[config.mk]
export PLATFORM = sky130hd
export DESIGN_NAME = mgmc_device_flat
export DESIGN_NICKNAME = d
export VERILOG_FILES = /design/src/logic/mgmc_pkg.sv /design/src/logic/mgmc_link_if.sv /design/src/logic/mgmc_device.sv /design/src/flat_wrapper.sv
export SDC_FILE = /design/constraint.sdc
export NUM_CORES = 1
export LEC_CHECK = 0
export ABC_AREA = 1
export ABC_CLOCK_PERIOD_IN_PS = 4030
export BUFFER_PORTS_ARGS = -buffer_cell sky130_fd_sc_hd__buf_2
export CAP_MARGIN = 20
export CORE_MARGIN = 8
export CORE_UTILIZATION = 65
export CTS_BUF_LIST = sky130_fd_sc_hd__clkbuf_8
export CTS_CLUSTER_SIZE = 14
export DETAILED_ROUTE_END_ITERATION = 8
export HOLD_SLACK_MARGIN = 0.1
export PLACE_DENSITY_LB_ADDON = 0.15
export RECOVER_POWER = 100
export SETUP_SLACK_MARGIN = 0.1
export SLEW_MARGIN = 20
export SYNTH_ARGS = -nofsm -noshare
export SYNTH_HDL_FRONTEND = slang
export SYNTH_SLANG_ARGS = --single-unit
[constraint.sdc]
create_clock -name hclk -period 4.03 [get_ports hclk]
set_input_delay 0.403 -clock hclk [delete_from_list [all_inputs] [get_ports hclk]]
set_output_delay 0.403 -clock hclk [all_outputs]
set_load 0.05 [all_outputs]
[src/logic/mgmc_pkg.sv]
package mgmc_pkg;

  ////////////////////////////////////////////////////////////////////////////////
  // Device register map and frame layout
  localparam logic [6:0] REG_STATUS = 7'h19;
  localparam logic [6:0] REG_RATE = 7'h1A;
  localparam logic [6:0] REG_CMD = 7'h1B;
  localparam logic [6:0] CCC_BCAST = 7'h7E;
  localparam logic [7:0] CCC_DEF_RATE = 8'h8F;
  localparam logic [7:0] RATE_RESET = 8'h00;
  localparam logic [7:0] CMD_RESET = 8'h00;
  localparam logic [7:0] RATE_MAX = 8'hFF;
  localparam logic [4:0] FRAME_BITS = 5'h10;
  localparam logic [4:0] CCC_FRAME_BITS = 5'h18;
  localparam logic [4:0] HDR_LAST = 5'h07;
  localparam logic [4:0] DATA_LAST = 5'h0F;
  localparam logic [4:0] CCC_LAST = 5'h17;
  localparam logic [4:0] CNT_MAX = 5'h1F;

  // Command register bit positions
  localparam int CMD_MAG = 0;
  localparam int CMD_TEMP = 1;
  localparam int CMD_MOTION = 2;
  localparam int CMD_SET = 3;
  localparam int CMD_RST = 4;
  localparam int CMD_FLIP = 5;
  localparam int CMD_TEST = 6;
  localparam int CMD_CALC = 7;

  // Pending event codes
  localparam logic [1:0] EV_NONE = 2'h0;
  localparam logic [1:0] EV_READY = 2'h1;
  localparam logic [1:0] EV_MOTION = 2'h2;
  localparam logic [1:0] EV_FAULT = 2'h3;

  ////////////////////////////////////////////////////////////////////////////////
  // Timing
  localparam int CLK_PERIOD_NS = 100;
  localparam int SYS_CLK_HZ = 10_000_000;
  localparam int FAST_RATE_HZ = 1000;
  localparam int COIL_PULSE_NS = 375;
  localparam logic [23:0] COIL_PULSE_CYC =
    24'((COIL_PULSE_NS + CLK_PERIOD_NS - 1) / CLK_PERIOD_NS);
  localparam int MEAS_BW0_NS = 6_600_000;
  localparam int MEAS_BW1_NS = 3_500_000;
  localparam int MEAS_BW2_NS = 2_000_000;
  localparam int MEAS_BW3_NS = 1_200_000;
  localparam int TEMP_MEAS_NS = 1_200_000;
  localparam int SELFTEST_NS = 6_600_000;
  localparam logic [3:0] LINK_HALF_CYC = 4'h4;

  ////////////////////////////////////////////////////////////////////////////////
  // Controller register map
  localparam logic [7:0] HOST_CMD = 8'h00;
  localparam logic [7:0] HOST_STAT = 8'h04;
  localparam logic [7:0] HOST_IRQ = 8'h08;
  localparam logic [7:0] HOST_MASK = 8'h0C;
  localparam int IRQ_DONE = 0;
  localparam int IRQ_REFUSED = 1;

  ////////////////////////////////////////////////////////////////////////////////
  // State types
  typedef enum logic [2:0] {
    D_IDLE = 3'b000,
    D_SET = 3'b001,
    D_RST = 3'b010,
    D_MAG = 3'b011,
    D_TEMP = 3'b100,
    D_TEST = 3'b101
  } mgmc_dev_state_t;

  typedef enum logic [1:0] {
    H_IDLE = 2'b00,
    H_LEAD = 2'b01,
    H_BITS = 2'b10,
    H_TAIL = 2'b11
  } mgmc_host_state_t;

  typedef struct packed {
    mgmc_dev_state_t state;
    logic [23:0] timer;
    logic [23:0] acc;
    logic [9:0] step;
    logic tick;
    logic auto_seq;
    logic [1:0] sclk_s;
    logic [1:0] cs_s;
    logic [1:0] mosi_s;
    logic sclk_d;
    logic cs_d;
    logic [4:0] bit_cnt;
    logic [7:0] rx;
    logic [7:0] hdr;
    logic [7:0] ccc_def;
    logic [7:0] tx;
    logic miso;
    logic [7:0] rate;
    logic [7:0] cmd;
    logic period_valid;
    logic motion_seen;
    logic proto_fault;
    logic mag_ready;
    logic temp_ready;
  } mgmc_dev_t;

  typedef struct packed {
    mgmc_host_state_t state;
    logic [3:0] div;
    logic [4:0] bits_left;
    logic [23:0] sh;
    logic [7:0] rx;
    logic sclk;
    logic cs_n;
    logic mosi;
    logic [1:0] miso_s;
    logic [24:0] cmd;
    logic [1:0] irq_st;
    logic [1:0] mask;
    logic dp_valid;
    logic dp_write;
    logic [7:0] dp_addr;
    logic [31:0] hrdata;
  } mgmc_host_t;

  localparam mgmc_dev_t DEV_INIT = '{state: D_IDLE, cs_s: 2'b11, cs_d: 1'b1, default: '0};
  localparam mgmc_host_t HOST_INIT = '{state: H_IDLE, cs_n: 1'b1, default: '0};

endpackage

[src/logic/mgmc_link_if.sv]
`timescale 1ns/1ps
// Serial link between controller and sensor
interface mgmc_link_if;
  logic sclk;
  logic cs_n;
  logic mosi;
  logic miso;
  modport device (input sclk, input cs_n, input mosi, output miso);
  modport host (output sclk, output cs_n, output mosi, input miso);
endinterface

[src/logic/mgmc_device.sv]
// Added by the designer: register access over AHB-Lite.
`timescale 1ns/1ps
// Contract
// - Event code: none, ready, motion, fault
// - Flag protocol faults on the link
// - Activity bits: low zero, high busy
// - Motion flag cleared by launch bit
// - Rate by register or broadcast command
// - Host programs nonzero rate first
// - Rate 255 plus high power: 1000 Hz
// - Host respects bandwidth rate ceilings
// - Magnetic trigger runs one, self-clears
// - Temperature trigger runs one, self-clears
// - Set trigger: coil pulse 375 ns; code rounds up to 4 cycles, 400 ns
// - Reset trigger: coil pulse 375 ns; code rounds up to 4 cycles, 400 ns
// - Auto flip wraps every magnetic measurement
// - Self-test runs then clears enable
// - Compute bit latches period, self-clears
// - Continuous needs rate, compute, run
// - Bandwidth selects measurement duration
// - Ready rises at end, clears on events
module mgmc_device
  import mgmc_pkg::*;
#(
  parameter int MEAS_CYC_BW0 = MEAS_BW0_NS / CLK_PERIOD_NS,
  parameter int MEAS_CYC_BW1 = MEAS_BW1_NS / CLK_PERIOD_NS,
  parameter int MEAS_CYC_BW2 = MEAS_BW2_NS / CLK_PERIOD_NS,
  parameter int MEAS_CYC_BW3 = MEAS_BW3_NS / CLK_PERIOD_NS,
  parameter int TEMP_CYC = TEMP_MEAS_NS / CLK_PERIOD_NS,
  parameter int TEST_CYC = SELFTEST_NS / CLK_PERIOD_NS,
  parameter int CLK_HZ = SYS_CLK_HZ
)(
  input wire logic hclk, // Device clock
  input wire logic hresetn, // Async reset
  mgmc_link_if.device link, // Serial link
  input wire logic [1:0] bandwidth_select, // Measurement bandwidth
  input wire logic high_power, // High-power select
  input wire logic continuous_run, // Continuous-run enable
  input wire logic motion_detect, // Motion detector event
  input wire logic mag_data_read, // Magnetic data accessed
  input wire logic temp_data_read, // Temperature data accessed
  input wire logic ibi_sent, // In-band interrupt sent
  input wire logic event_read, // Ready bits read
  output logic set_coil_on, // Set current flowing
  output logic reset_coil_on, // Reset current flowing
  output logic measure_busy, // Measurement active
  output logic magnetic_ready, // Magnetic data ready
  output logic temperature_ready, // Temperature data ready
  output logic motion_seen, // Motion flag
  output logic continuous_on, // Continuous mode active
  output logic auto_flip_enable // Auto set/reset enabled
);

  mgmc_dev_t r;
  mgmc_dev_t n;
  logic sclk_rise;
  logic sclk_fall;
  logic cs_rise;
  logic frame_on;
  logic is_ccc;
  logic busy;
  logic cont;
  logic [7:0] nb;
  logic [7:0] stat_byte;
  logic [1:0] ev_code;
  logic [23:0] meas_len;
  logic [23:0] acc_sum;

  ////////////////////////////////////////////////////////////////////////////////
  // Decodes
  assign sclk_rise = r.sclk_s[1] & ~r.sclk_d;
  assign sclk_fall = ~r.sclk_s[1] & r.sclk_d;
  assign cs_rise = r.cs_s[1] & ~r.cs_d;
  assign frame_on = ~r.cs_s[1];
  assign nb = {r.rx[6:0], r.mosi_s[1]};
  assign is_ccc = r.hdr[6:0] == CCC_BCAST;
  assign busy = r.state != D_IDLE;
  assign cont = continuous_run & (r.rate != RATE_RESET) & r.period_valid;
  assign acc_sum = r.acc + 24'(r.step);

  // Pending event code, fault highest
  assign ev_code = r.proto_fault ? EV_FAULT :
    r.motion_seen ? EV_MOTION :
    (r.mag_ready | r.temp_ready) ? EV_READY : EV_NONE;
  assign stat_byte = {busy, 1'b0, r.proto_fault, r.motion_seen, 2'b00, ev_code};

  // Duration per bandwidth
  always_comb
  begin
    unique case (bandwidth_select)
      2'b00: meas_len = 24'(MEAS_CYC_BW0 - 1);
      2'b01: meas_len = 24'(MEAS_CYC_BW1 - 1);
      2'b10: meas_len = 24'(MEAS_CYC_BW2 - 1);
      2'b11: meas_len = 24'(MEAS_CYC_BW3 - 1);
    endcase
  end

  ////////////////////////////////////////////////////////////////////////////////
  // Next state
  always_comb
  begin
    n = r;
    n.sclk_s = {r.sclk_s[0], link.sclk};
    n.cs_s = {r.cs_s[0], link.cs_n};
    n.mosi_s = {r.mosi_s[0], link.mosi};
    n.sclk_d = r.sclk_s[1];
    n.cs_d = r.cs_s[1];
    n.cmd[CMD_MOTION] = 1'b0;

    // Ready clears first so that a completion wins
    if (mag_data_read | ibi_sent | event_read)
    begin
      n.mag_ready = 1'b0;
    end
    if (temp_data_read | ibi_sent | event_read)
    begin
      n.temp_ready = 1'b0;
    end

    // Link receive
    if (!frame_on)
    begin
      n.bit_cnt = '0;
      n.miso = 1'b0;
    end
    if (frame_on && sclk_rise)
    begin
      n.rx = nb;
      if (r.bit_cnt != CNT_MAX)
      begin
        n.bit_cnt = r.bit_cnt + 5'd1;
      end
      if (r.bit_cnt == HDR_LAST)
      begin
        n.hdr = nb;
        n.tx = 8'h00;
        if (nb[7] && nb[6:0] == REG_STATUS)
        begin
          n.tx = stat_byte;
          n.proto_fault = 1'b0;
        end
      end
      if (r.bit_cnt == DATA_LAST && !r.hdr[7])
      begin
        if (is_ccc)
        begin
          n.ccc_def = nb;
        end
        else if (r.hdr[6:0] == REG_RATE)
        begin
          n.rate = nb;
        end
        else if (r.hdr[6:0] == REG_CMD)
        begin
          n.cmd = r.cmd | nb;
          n.cmd[CMD_FLIP] = nb[CMD_FLIP];
          if (nb[CMD_MOTION])
          begin
            n.motion_seen = 1'b0;
          end
          if (nb[CMD_MAG])
          begin
            n.mag_ready = 1'b0;
          end
          if (nb[CMD_TEMP])
          begin
            n.temp_ready = 1'b0;
          end
        end
      end
      if (r.bit_cnt == CCC_LAST && !r.hdr[7] && is_ccc && r.ccc_def == CCC_DEF_RATE)
      begin
        n.rate = nb;
      end
    end

    // Read data shifts out on falling edges
    if (frame_on && sclk_fall && r.bit_cnt >= FRAME_BITS - 5'd8 && r.hdr[7])
    begin
      n.miso = r.tx[7];
      n.tx = {r.tx[6:0], 1'b0};
    end

    // Frame length or command check at frame end
    if (cs_rise)
    begin
      if (!((r.bit_cnt == FRAME_BITS && !is_ccc) ||
            (r.bit_cnt == CCC_FRAME_BITS && is_ccc && !r.hdr[7] &&
             r.ccc_def == CCC_DEF_RATE)))
      begin
        n.proto_fault = 1'b1;
      end
    end

    // Period compute
    if (r.cmd[CMD_CALC])
    begin
      n.step = (high_power && r.rate == RATE_MAX) ? 10'(FAST_RATE_HZ) : {2'b00, r.rate};
      n.period_valid = 1'b1;
      n.cmd[CMD_CALC] = 1'b0;
    end

    // Measurement sequencer
    if (r.timer != 24'd0)
    begin
      n.timer = r.timer - 24'd1;
    end
    unique case (r.state)
      D_IDLE:
      begin
        if (r.cmd[CMD_SET])
        begin
          n.state = D_SET;
          n.timer = COIL_PULSE_CYC - 24'd1;
        end
        else if (r.cmd[CMD_RST])
        begin
          n.state = D_RST;
          n.timer = COIL_PULSE_CYC - 24'd1;
        end
        else if (r.cmd[CMD_MAG] || r.tick)
        begin
          n.tick = 1'b0;
          if (r.cmd[CMD_FLIP])
          begin
            n.state = D_SET;
            n.auto_seq = 1'b1;
            n.timer = COIL_PULSE_CYC - 24'd1;
          end
          else
          begin
            n.state = D_MAG;
            n.timer = meas_len;
          end
        end
        else if (r.cmd[CMD_TEMP])
        begin
          n.state = D_TEMP;
          n.timer = 24'(TEMP_CYC - 1);
        end
        else if (r.cmd[CMD_TEST])
        begin
          n.state = D_TEST;
          n.timer = 24'(TEST_CYC - 1);
        end
      end
      D_SET:
      begin
        if (r.timer == 24'd0)
        begin
          if (r.auto_seq)
          begin
            n.state = D_RST;
            n.timer = COIL_PULSE_CYC - 24'd1;
          end
          else
          begin
            n.state = D_IDLE;
            n.cmd[CMD_SET] = 1'b0;
          end
        end
      end
      D_RST:
      begin
        if (r.timer == 24'd0)
        begin
          if (r.auto_seq)
          begin
            n.state = D_MAG;
            n.auto_seq = 1'b0;
            n.timer = meas_len;
          end
          else
          begin
            n.state = D_IDLE;
            n.cmd[CMD_RST] = 1'b0;
          end
        end
      end
      D_MAG:
      begin
        if (r.timer == 24'd0)
        begin
          n.state = D_IDLE;
          n.cmd[CMD_MAG] = 1'b0;
          n.mag_ready = 1'b1;
        end
      end
      D_TEMP:
      begin
        if (r.timer == 24'd0)
        begin
          n.state = D_IDLE;
          n.cmd[CMD_TEMP] = 1'b0;
          n.temp_ready = 1'b1;
        end
      end
      D_TEST:
      begin
        if (r.timer == 24'd0)
        begin
          n.state = D_IDLE;
          n.cmd[CMD_TEST] = 1'b0;
        end
      end
      default:
      begin
        n.state = D_IDLE;
      end
    endcase

    // Rate accumulator issues continuous ticks
    if (!cont)
    begin
      n.acc = '0;
    end
    else if (acc_sum >= 24'(CLK_HZ))
    begin
      n.acc = acc_sum - 24'(CLK_HZ);
      n.tick = 1'b1;
    end
    else
    begin
      n.acc = acc_sum;
    end

    // Motion set wins over launch clear
    if (motion_detect)
    begin
      n.motion_seen = 1'b1;
    end
  end

  // State register
  always_ff @(posedge hclk or negedge hresetn)
  begin
    if (!hresetn)
    begin
      r <= DEV_INIT;
    end
    else
    begin
      r <= n;
    end
  end

  ////////////////////////////////////////////////////////////////////////////////
  // Outputs
  assign link.miso = r.miso;
  assign set_coil_on = r.state == D_SET;
  assign reset_coil_on = r.state == D_RST;
  assign measure_busy = busy;
  assign magnetic_ready = r.mag_ready;
  assign temperature_ready = r.temp_ready;
  assign motion_seen = r.motion_seen;
  assign continuous_on = cont;
  assign auto_flip_enable = r.cmd[CMD_FLIP];

endmodule

[src/flat_wrapper.sv]
// flat-port wrapper written by rule: the top's interface ports become plain ports
module mgmc_device_flat import mgmc_pkg::*;
#(
  parameter int MEAS_CYC_BW0 = MEAS_BW0_NS / CLK_PERIOD_NS,
  parameter int MEAS_CYC_BW1 = MEAS_BW1_NS / CLK_PERIOD_NS,
  parameter int MEAS_CYC_BW2 = MEAS_BW2_NS / CLK_PERIOD_NS,
  parameter int MEAS_CYC_BW3 = MEAS_BW3_NS / CLK_PERIOD_NS,
  parameter int TEMP_CYC = TEMP_MEAS_NS / CLK_PERIOD_NS,
  parameter int TEST_CYC = SELFTEST_NS / CLK_PERIOD_NS,
  parameter int CLK_HZ = SYS_CLK_HZ
)
  (hclk, hresetn, bandwidth_select, high_power, continuous_run, motion_detect, mag_data_read, temp_data_read, ibi_sent, event_read, set_coil_on, reset_coil_on, measure_busy, magnetic_ready, temperature_ready, motion_seen, continuous_on, auto_flip_enable, link_sclk, link_cs_n, link_mosi, link_miso);
  mgmc_link_if link_i ();
  input wire logic hclk;
  input wire logic hresetn;
  input wire logic [1:0] bandwidth_select;
  input wire logic high_power;
  input wire logic continuous_run;
  input wire logic motion_detect;
  input wire logic mag_data_read;
  input wire logic temp_data_read;
  input wire logic ibi_sent;
  input wire logic event_read;
  output logic set_coil_on;
  output logic reset_coil_on;
  output logic measure_busy;
  output logic magnetic_ready;
  output logic temperature_ready;
  output logic motion_seen;
  output logic continuous_on;
  output logic auto_flip_enable;
  input wire logic [$bits(link_i.sclk)-1:0] link_sclk;
  input wire logic [$bits(link_i.cs_n)-1:0] link_cs_n;
  input wire logic [$bits(link_i.mosi)-1:0] link_mosi;
  output wire logic [$bits(link_i.miso)-1:0] link_miso;
  assign link_i.sclk = link_sclk;
  assign link_i.cs_n = link_cs_n;
  assign link_i.mosi = link_mosi;
  assign link_miso = link_i.miso;
  mgmc_device #(.MEAS_CYC_BW0(MEAS_CYC_BW0), .MEAS_CYC_BW1(MEAS_CYC_BW1), .MEAS_CYC_BW2(MEAS_CYC_BW2), .MEAS_CYC_BW3(MEAS_CYC_BW3), .TEMP_CYC(TEMP_CYC), .TEST_CYC(TEST_CYC), .CLK_HZ(CLK_HZ)) u_core (.hclk(hclk), .hresetn(hresetn), .link(link_i), .bandwidth_select(bandwidth_select), .high_power(high_power), .continuous_run(continuous_run), .motion_detect(motion_detect), .mag_data_read(mag_data_read), .temp_data_read(temp_data_read), .ibi_sent(ibi_sent), .event_read(event_read), .set_coil_on(set_coil_on), .reset_coil_on(reset_coil_on), .measure_busy(measure_busy), .magnetic_ready(magnetic_ready), .temperature_ready(temperature_ready), .motion_seen(motion_seen), .continuous_on(continuous_on), .auto_flip_enable(auto_flip_enable));
endmodule
==> impl_metrics.yaml, run 1 <==
sta:
  rsz0062_at_grt: "false"
  fmax_ghz: 0.332
  final_hold_viol_count: 0
  period_minus_slack_ns: 3.01
  setup_violations: 0
  slew_viol_final: 84
  slew_headroom: -0.375
  fin_ws_ns: 1.02
  finClkSkew_ns: 0.0108
  final.setup.tns_ns: 0
  worst_pin_slew_ns: 2.06
  min_period_over_period: 0.748
floorplan:
  die_x_um: 125
  rows: 40
  die_y_um: 125
  io_pins: 23
  core_um2: 11800
  design.die.area_um2: 15700
  initial_core_util: 0.656
synth:
  synth_nets: 1119
  synthCells: 1081
  synth_edf_count: 0
  synthDistinctLibCells: 51
  yosysTopAreaCell: "dfrtp_1"
  synth-seq-cells: 127
  syn-cell-area_um2: 7750
  ys_seq_area_frac: 0.411
  yosysWarnings: 0
  yosys-top-cells-area: "dfrtp_1, nand2_1, inv_1, nor2_1, nand3_1"
  async_flop_share: 1.00
  avgSynthCellArea_um2: 7.17
  yosysTopAreaCellShare: 0.401
  synthFlopType: "dfrtp_1"
finish:
  synthToLayoutAreaGrowth_pct: 9.11
  insertedDiodeCount: 0
  nFillCells: 1013
  final_cell_mix: "nand2_1, inv_1, nor2_1"
  fin_cells: 1282
  post-route-cell-area_um2: 8450
  drive_above_1_share: 0.0775
  layout_commonest_cell: "nand2_1"
  fin_nets: 1160
detailed_routing:
  wirelength_mm: 18.4
  drt-wirelength-per-cell_um: 14.4
  dr.pass1.iters: 6
  drt_iter0_markers: 600
  ant_nets: 0
  vias: 7190
  drc: 0
  routed_via_density: 5.61
setup_path:
  timing.rr.end: "u_core.r[87]"
  endpoint_kind: "flip-flop"
  r2r_cells: 19
  crit_fanout: 27
  cp_data_required_time_ns: 4.40
  cp-start-kind: "flip-flop"
  arrival_ns: 3.39
  r2r-start: "u_core.r[69]"
  crit_type: "flip-flop to flip-flop"
  ff2ff_setup_slack_ns: 1.02
grt:
  grt_pass1_vias: 6486
  grtUsageTotal: 0.238
  grt_pass1_wl_mm: 30.6
  antenna_found_initial: 0
  grt_max_degree: 85
  grt_overflow: 0
hold_path:
  hold_path.class: "primary input to flip-flop"
  hold_path_end: "u_core.motion_seen"
  hp-start: "motion_detect"
  holdPathStages: 2
placement:
  dp.cells: 1246
  gp_congestion: 0.939
  io_buffers: 22
  place_ws_ns: 1.20
  placed_area_um2: 8030
  hpwl_mm: 13.8
clocking:
  root_buffer: "clkbuf_8"
  insertion_delay_ns: 0.44
  clock-sinks: 127
  htree_levels: 4
  post_cts_resized: 0
  path_clk_slew_ns: 0.08
  cts_tree: "built"
  post_cts_buffers: 0
  cts_made_buffers: 17
  cts_buffer_depth: 2
run_status:
  violations: "max-capacitance violations, max-slew violations"
  status: "finished, violations left"
power:
  ir_worst_vdd_uv: 288
  leakagePower_nw: 4.26
  pwr_density_cell_nw_per_um2: 335
job:
  cap_violations: 1
-- what timing repair did --
| item | in CTS | in global routing |
|---|---|---|
| setup endpoints to repair | 0 | 0 |
| hold buffers | 3 | 1 |
| endpoints found under the hold margin | 3 | 80 |
-- metrics by stage --
step	total power [W]	util	hold WS [ns]
global placement	0.00168	0.680	0.334
finish	0.00283	0.716	0.127
detailed placement	0.00169	0.680	0.335
floorplan	0.00159	-	0.107
CTS	0.00285	0.718	0.109
global route	0.00293	0.716	0.127
-- cell type report --
class / count / area (µm²) / area share
clock buffer: 20 / 275 / 0.0326
clock inverter: 12 / 146 / 0.0173
inverter: 169 / 636 / 0.0752
multi-input combinational: 778 / 3860 / 0.457
sequential: 127 / 3180 / 0.376
tap: 147 / 184 / 0.0218
timing repair buffer: 29 / 166 / 0.0197
-- kinds of logic (layout without fill, tap and decap cells) --
| group | count (synthesis) | in the layout | share of synthesized area |
|---|---|---|---|
| adders and majority gates | 24 | 24 | 0.0397 |
| AOI/OAI and AO/OA | 154 | 154 | 0.115 |
| buffers and inverters | 176 | 230 | 0.0884 |
| DFF | 127 | 127 | 0.411 |
| and+or+nand+nor | 585 | 585 | 0.329 |
| xor gates and xnor gates | 15 | 15 | 0.0170 |
-- where the power goes --
group	leakage [nW]	switching (W)	internal [W]	total, W
Clock	0.211	0.000546	0.000615	0.00116
Combinational	2.39	0.000163	0.0000889	0.000251
Sequential	1.66	0.0000792	0.00134	0.00142
-- cell usage after synthesis (4+ instances only) --
master	number
clkbuf_1	4
nand2_2	16
dfrtp_1	124
a21oi_1	35
nor3_1	12
o221ai_1	7
nor2_2	10
a21oi_2	5
nand3_2	4
nand3b_1	5
nor4_1	8
xor2_1	10
nand4_1	23
xnor2_1	5
o21ai_0	71
nand3_1	78
ha_1	23
nor2_1	133
o22ai_1	12
nand2_1	283
inv_1	165
-- routing by layer --
| layer | up-vias | global-route usage | part of all wire |
|---|---|---|---|
| met2 | 273 | 0.386 | 0.46 |
| li1 | 3579 | - | - |
| met1 | 3308 | 0.317 | 0.45 |
| met5 | - | 0 | 0 |
| met3 | 30 | 0.0416 | 0.069 |
| met4 | 0 | 0.0759 | 0.014 |
-- registers in the layout (all words and copies together) (netlist names) --
signal	cells
u_core.r	109
u_core.magnetic_ready	1
u_core.link.miso	1
u_core.motion_seen	1
u_core.nb	8
u_core.n	5
u_core.temperature_ready	1
u_core.auto_flip_enable	1
-- how the worst max path moves through the flow --
| stage | slack (ns) | end | startpoint |
|---|---|---|---|
| final | 1.02 | u_core.r[87] | u_core.r[69] |
| after global routing | 0.72 | u_core.r[87] | u_core.r[69] |
| after CTS | 1.13 | u_core.r[87] | u_core.r[69] |
| after detailed placement | 1.20 | u_core.r[87] | u_core.r[69] |
| after global placement | 1.28 | u_core.r[87] | u_core.r[69] |
| after floorplan | 1.45 | u_core.r[106] | u_core.r[128] |
-- critical path, cell delays in order, from the launching register on --
cell and delay [ns]:
dfrtp_1 0.39, ha_1 0.24, fa_1 0.49, nand2_1 0.10, nand2_1 0.09, nand3_1 0.11, nand2_1 0.07, nand2_1 0.06
nand2_1 0.09, nand2_1 0.10, nand3_1 0.11, nand2_2 0.11, nand2_1 0.06, nand2_1 0.11, nand3_1 0.17, nand2_4 0.29
inv_1 0.13, nand2_1 0.08, nand2_1 0.05, nor2_1 0.11
Note: power is estimated with default switching activity, not from simulation.
==> run 2: changes to the inputs <==
Settings changed: ABC_AREA 1 to 0, ABC_CLOCK_PERIOD_IN_PS 4030 to 2600, CORE_UTILIZATION 65 to 58.
Clock period 4.03 ns to 2.6 ns, I/O delays scaled along.
==> run 2 against run 1 <==
  * The flow finishes with violations (max-capacitance violations, max-slew violations, negative setup slack)
  * Sequential share of layout area down 3.4 points
  * Synthesized cell count down 33%
  * Critical path depth down 3
  * Sequential power up 56%
==> impl_metrics.yaml, run 2 <==
floorplan:
  core_um2: 11900
  io_pins: 23
  initial_core_util: 0.587
  design.die.area_um2: 15800
  die_x_um: 126
  rows: 40
  die_y_um: 126
hold_path:
  holdPathStages: 3
  hold_path_end: "u_core.temperature_ready"
  hold_path.class: "primary input to flip-flop"
  hp-start: "temp_data_read"
detailed_routing:
  drc: 0
  dr.pass1.iters: 5
  vias: 6240
  ant_nets: 0
  drt-wirelength-per-cell_um: 18.5
  drt_iter0_markers: 509
  wirelength_mm: 19.2
  routed_via_density: 5.99
grt:
  antenna_found_initial: 0
  grt_overflow: 0
  grtUsageTotal: 0.234
  grt_pass1_vias: 6282
  grt_max_degree: 128
  grt_pass1_wl_mm: 30.0
finish:
  drive_above_1_share: 0.348
  insertedDiodeCount: 0
  largest_register_ffs: 109
  final_util: 0.784
  synthToLayoutAreaGrowth_pct: 33.6
  post-route-cell-area_um2: 9300
  layout_commonest_cell: "dfrtp_1"
  fin_cells: 1041
  final_cell_mix: "dfrtp_1, buf_4, nand2_1"
  fin_nets: 919
  nFillCells: 768
  regMostFlops: "u_core.r"
power:
  ir_worst_vdd_uv: 439
  switching_share: 0.266
  leakagePower_nw: 4.22
  switchingPower_w: 0.00113
  power_frac_comb: 0.071
  seqPwrFrac: 0.524
  internal_power_w: 0.00311
  totalPowerFinal_w: 0.00424
  clkPwrFrac: 0.405
  pwr_density_cell_nw_per_um2: 456
clocking:
  htree_levels: 4
  insertion_delay_ns: 0.45
  path_clk_slew_ns: 0.07
  cts_buffer_depth: 2
  cts_tree: "built"
  clock-sinks: 127
  root_buffer: "clkbuf_8"
  cts_made_buffers: 17
setup_path:
  r2r-start: "u_core.r[69]"
  crit_type: "flip-flop to flip-flop"
  cp_slowest_stage_delay_ns: 0.38
  endpoint_kind: "flip-flop"
  r2r_cells: 16
  arrival_ns: 3.68
  critPathSlowestCell: "dfrtp_1"
  critical_path.cell_chain: "ha_2 > fa_2 > a211oi_2 > nor2_2 > o41a_1 > buf_4 > a21oi_2 > xor2_1 > ha_2 > o31ai_1 > buf_4 > a2bb2oi_4 > a21bo_2 > o211ai_1 > xnor2_1 > nor2_1"
  ff2ff_setup_slack_ns: -0.76
  timing.rr.end: "u_core.r[100]"
  cp-start-kind: "flip-flop"
  path_delay_family: "compound AO/OA/AOI/OAI gates"
  crit_fanout: 5
  cp_data_required_time_ns: 2.93
  path_buf_inv: 2
synth:
  yosysTopAreaCell: "dfrtp_1"
  synth-seq-cells: 127
  synthTopCellsByCount: "dfrtp_1, nand2_1, nor2_1, o21ai_0, inv_1"
  yosys-top-cells-area: "dfrtp_1, nand2_1, nor2_1, ha_1, xnor2_1"
  synth_edf_count: 0
  async_flop_share: 1.00
  synthCells: 728
  yosysTopAreaCellShare: 0.446
  yosysWarnings: 0
  synthDistinctLibCells: 78
  synthFlopType: "dfrtp_1"
  avgSynthCellArea_um2: 9.56
  syn-cell-area_um2: 6960
  synth_nets: 766
  ys_seq_area_frac: 0.457
  synth_most_common_cell: "dfrtp_1"
placement:
  placed_area_um2: 7980
  io_buffers: 22
  gp_congestion: 0.927
  hpwl_mm: 11.5
  place_ws_ns: -0.719
  dp.cells: 975
sta:
  rsz0062_at_grt: "true"
  final_hold_viol_count: 0
  finClkSkew_ns: 0.00998
  min_period_over_period: 1.29
  fin_ws_ns: -0.756
  slew_viol_final: 128
  worst_pin_slew_ns: 1.76
  fmax_ghz: 0.298
  setup_violations: 43
  period_minus_slack_ns: 3.36
  slew_headroom: -0.172
run_status:
  violations: "max-capacitance violations, max-slew violations, negative setup slack"
  status: "finished, violations left"
job:
  cap_violations: 1
==> run 2: changes by cell type after synthesis, moves of 9 or more <==
cell	change
a21oi_1	-11
inv_1	-131
mux2_2	+18
nand2_1	-191
nand2_2	-16
nand2b_1	+12
nand3_1	-62
nand4_1	-12
nor2_1	-51
nor2_2	-9
nor3_1	+10
o21ai_0	-34
xnor2_1	+27
xor2_1	+10
==> run 2: tightest hold or removal path: cells and delay by family <==
family | cells | cell delay (ns)
compound gates | 1 | 0.15
buf+inv | 2 | 0.13
==> run 2: through the flow <==
stage,setup TNS [ns],hold slack (ns)
2_1_floorplan,-8.49,-0.0356
3_3_place_gp,-11.81,0.334
3_5_place_dp,-13.81,0.337
4_1_cts,-15.15,0.126
5_1_grt,-21.23,0.144
6_report,-16.17,0.139
==> run 2: logic make-up (layout without fill, tap and decap cells) <==
| kind of cell | Yosys count | after routing | synth area share |
|---|---|---|---|
| and+or+nand+nor | 293 | 293 | 0.200 |
| AOI/OAI and AO/OA | 155 | 155 | 0.164 |
| muxes | 22 | 22 | 0.0358 |
| buffers and inverters | 55 | 221 | 0.0327 |
| xor gates and xnor gates | 52 | 52 | 0.0654 |
| adders and majority gates | 24 | 24 | 0.0442 |
| DFF | 127 | 127 | 0.457 |
==> run 2: worst max-delay path by stage <==
stage | startpoint | endpoint | slack, ns | cells past startpoint
finish | u_core.r[69] | u_core.r[100] | -0.76 | 16
global route | u_core.r[69] | u_core.r[100] | -0.90 | 16
CTS | u_core.r[69] | u_core.r[94] | -0.70 | 13
detailed placement | u_core.r[69] | u_core.r[94] | -0.72 | 13
global placement | u_core.r[69] | u_core.r[94] | -0.66 | 13
floorplan | u_core.r[69] | u_core.r[94] | -0.64 | 14
==> run 2: area by class of cell <==
class                           count  area [µm²]  share of cell area
Inverter                           34         130              0.0140
Timing Repair Buffer              155        1220               0.131
Sequential cell                   127        3180               0.342
Clock inverter                     13         139              0.0149
Tap cell                          147         184              0.0198
Multi-Input combinational cell    546        4180               0.450
Clock buffer                       19         262              0.0281
==> run 2: power groups by stage <==
stage / Sequential (W) / Clock [W] / Combinational, W
final: 0.00222 / 0.00172 / 0.000302
after detailed placement: 0.00222 / 0 / 0.000217
after CTS: 0.00219 / 0.00173 / 0.000267
after global routing: 0.00223 / 0.00182 / 0.000329
after global placement: 0.00221 / 0 / 0.000211
after floorplan: 0.00218 / 0 / 0.000130
==> run 2: what timing repair did <==
action	in CTS	in global routing
buffers inserted	22	14
cloned	1	0
pin swaps	38	49
endpoints found under the hold margin	128	0
gates resized for setup	87	64
setup endpoints to repair	42	60
hold buffers	5	0
==> run 2: metal layers <==
metal  track usage  vias to the layer above  wire length [µm]
li1              -                     2894                 -
met1         0.276                     3130              7980
met2         0.413                      175             10000
met3        0.0480                       41               746
met4        0.0795                        0               475
met5             0                        -                 0
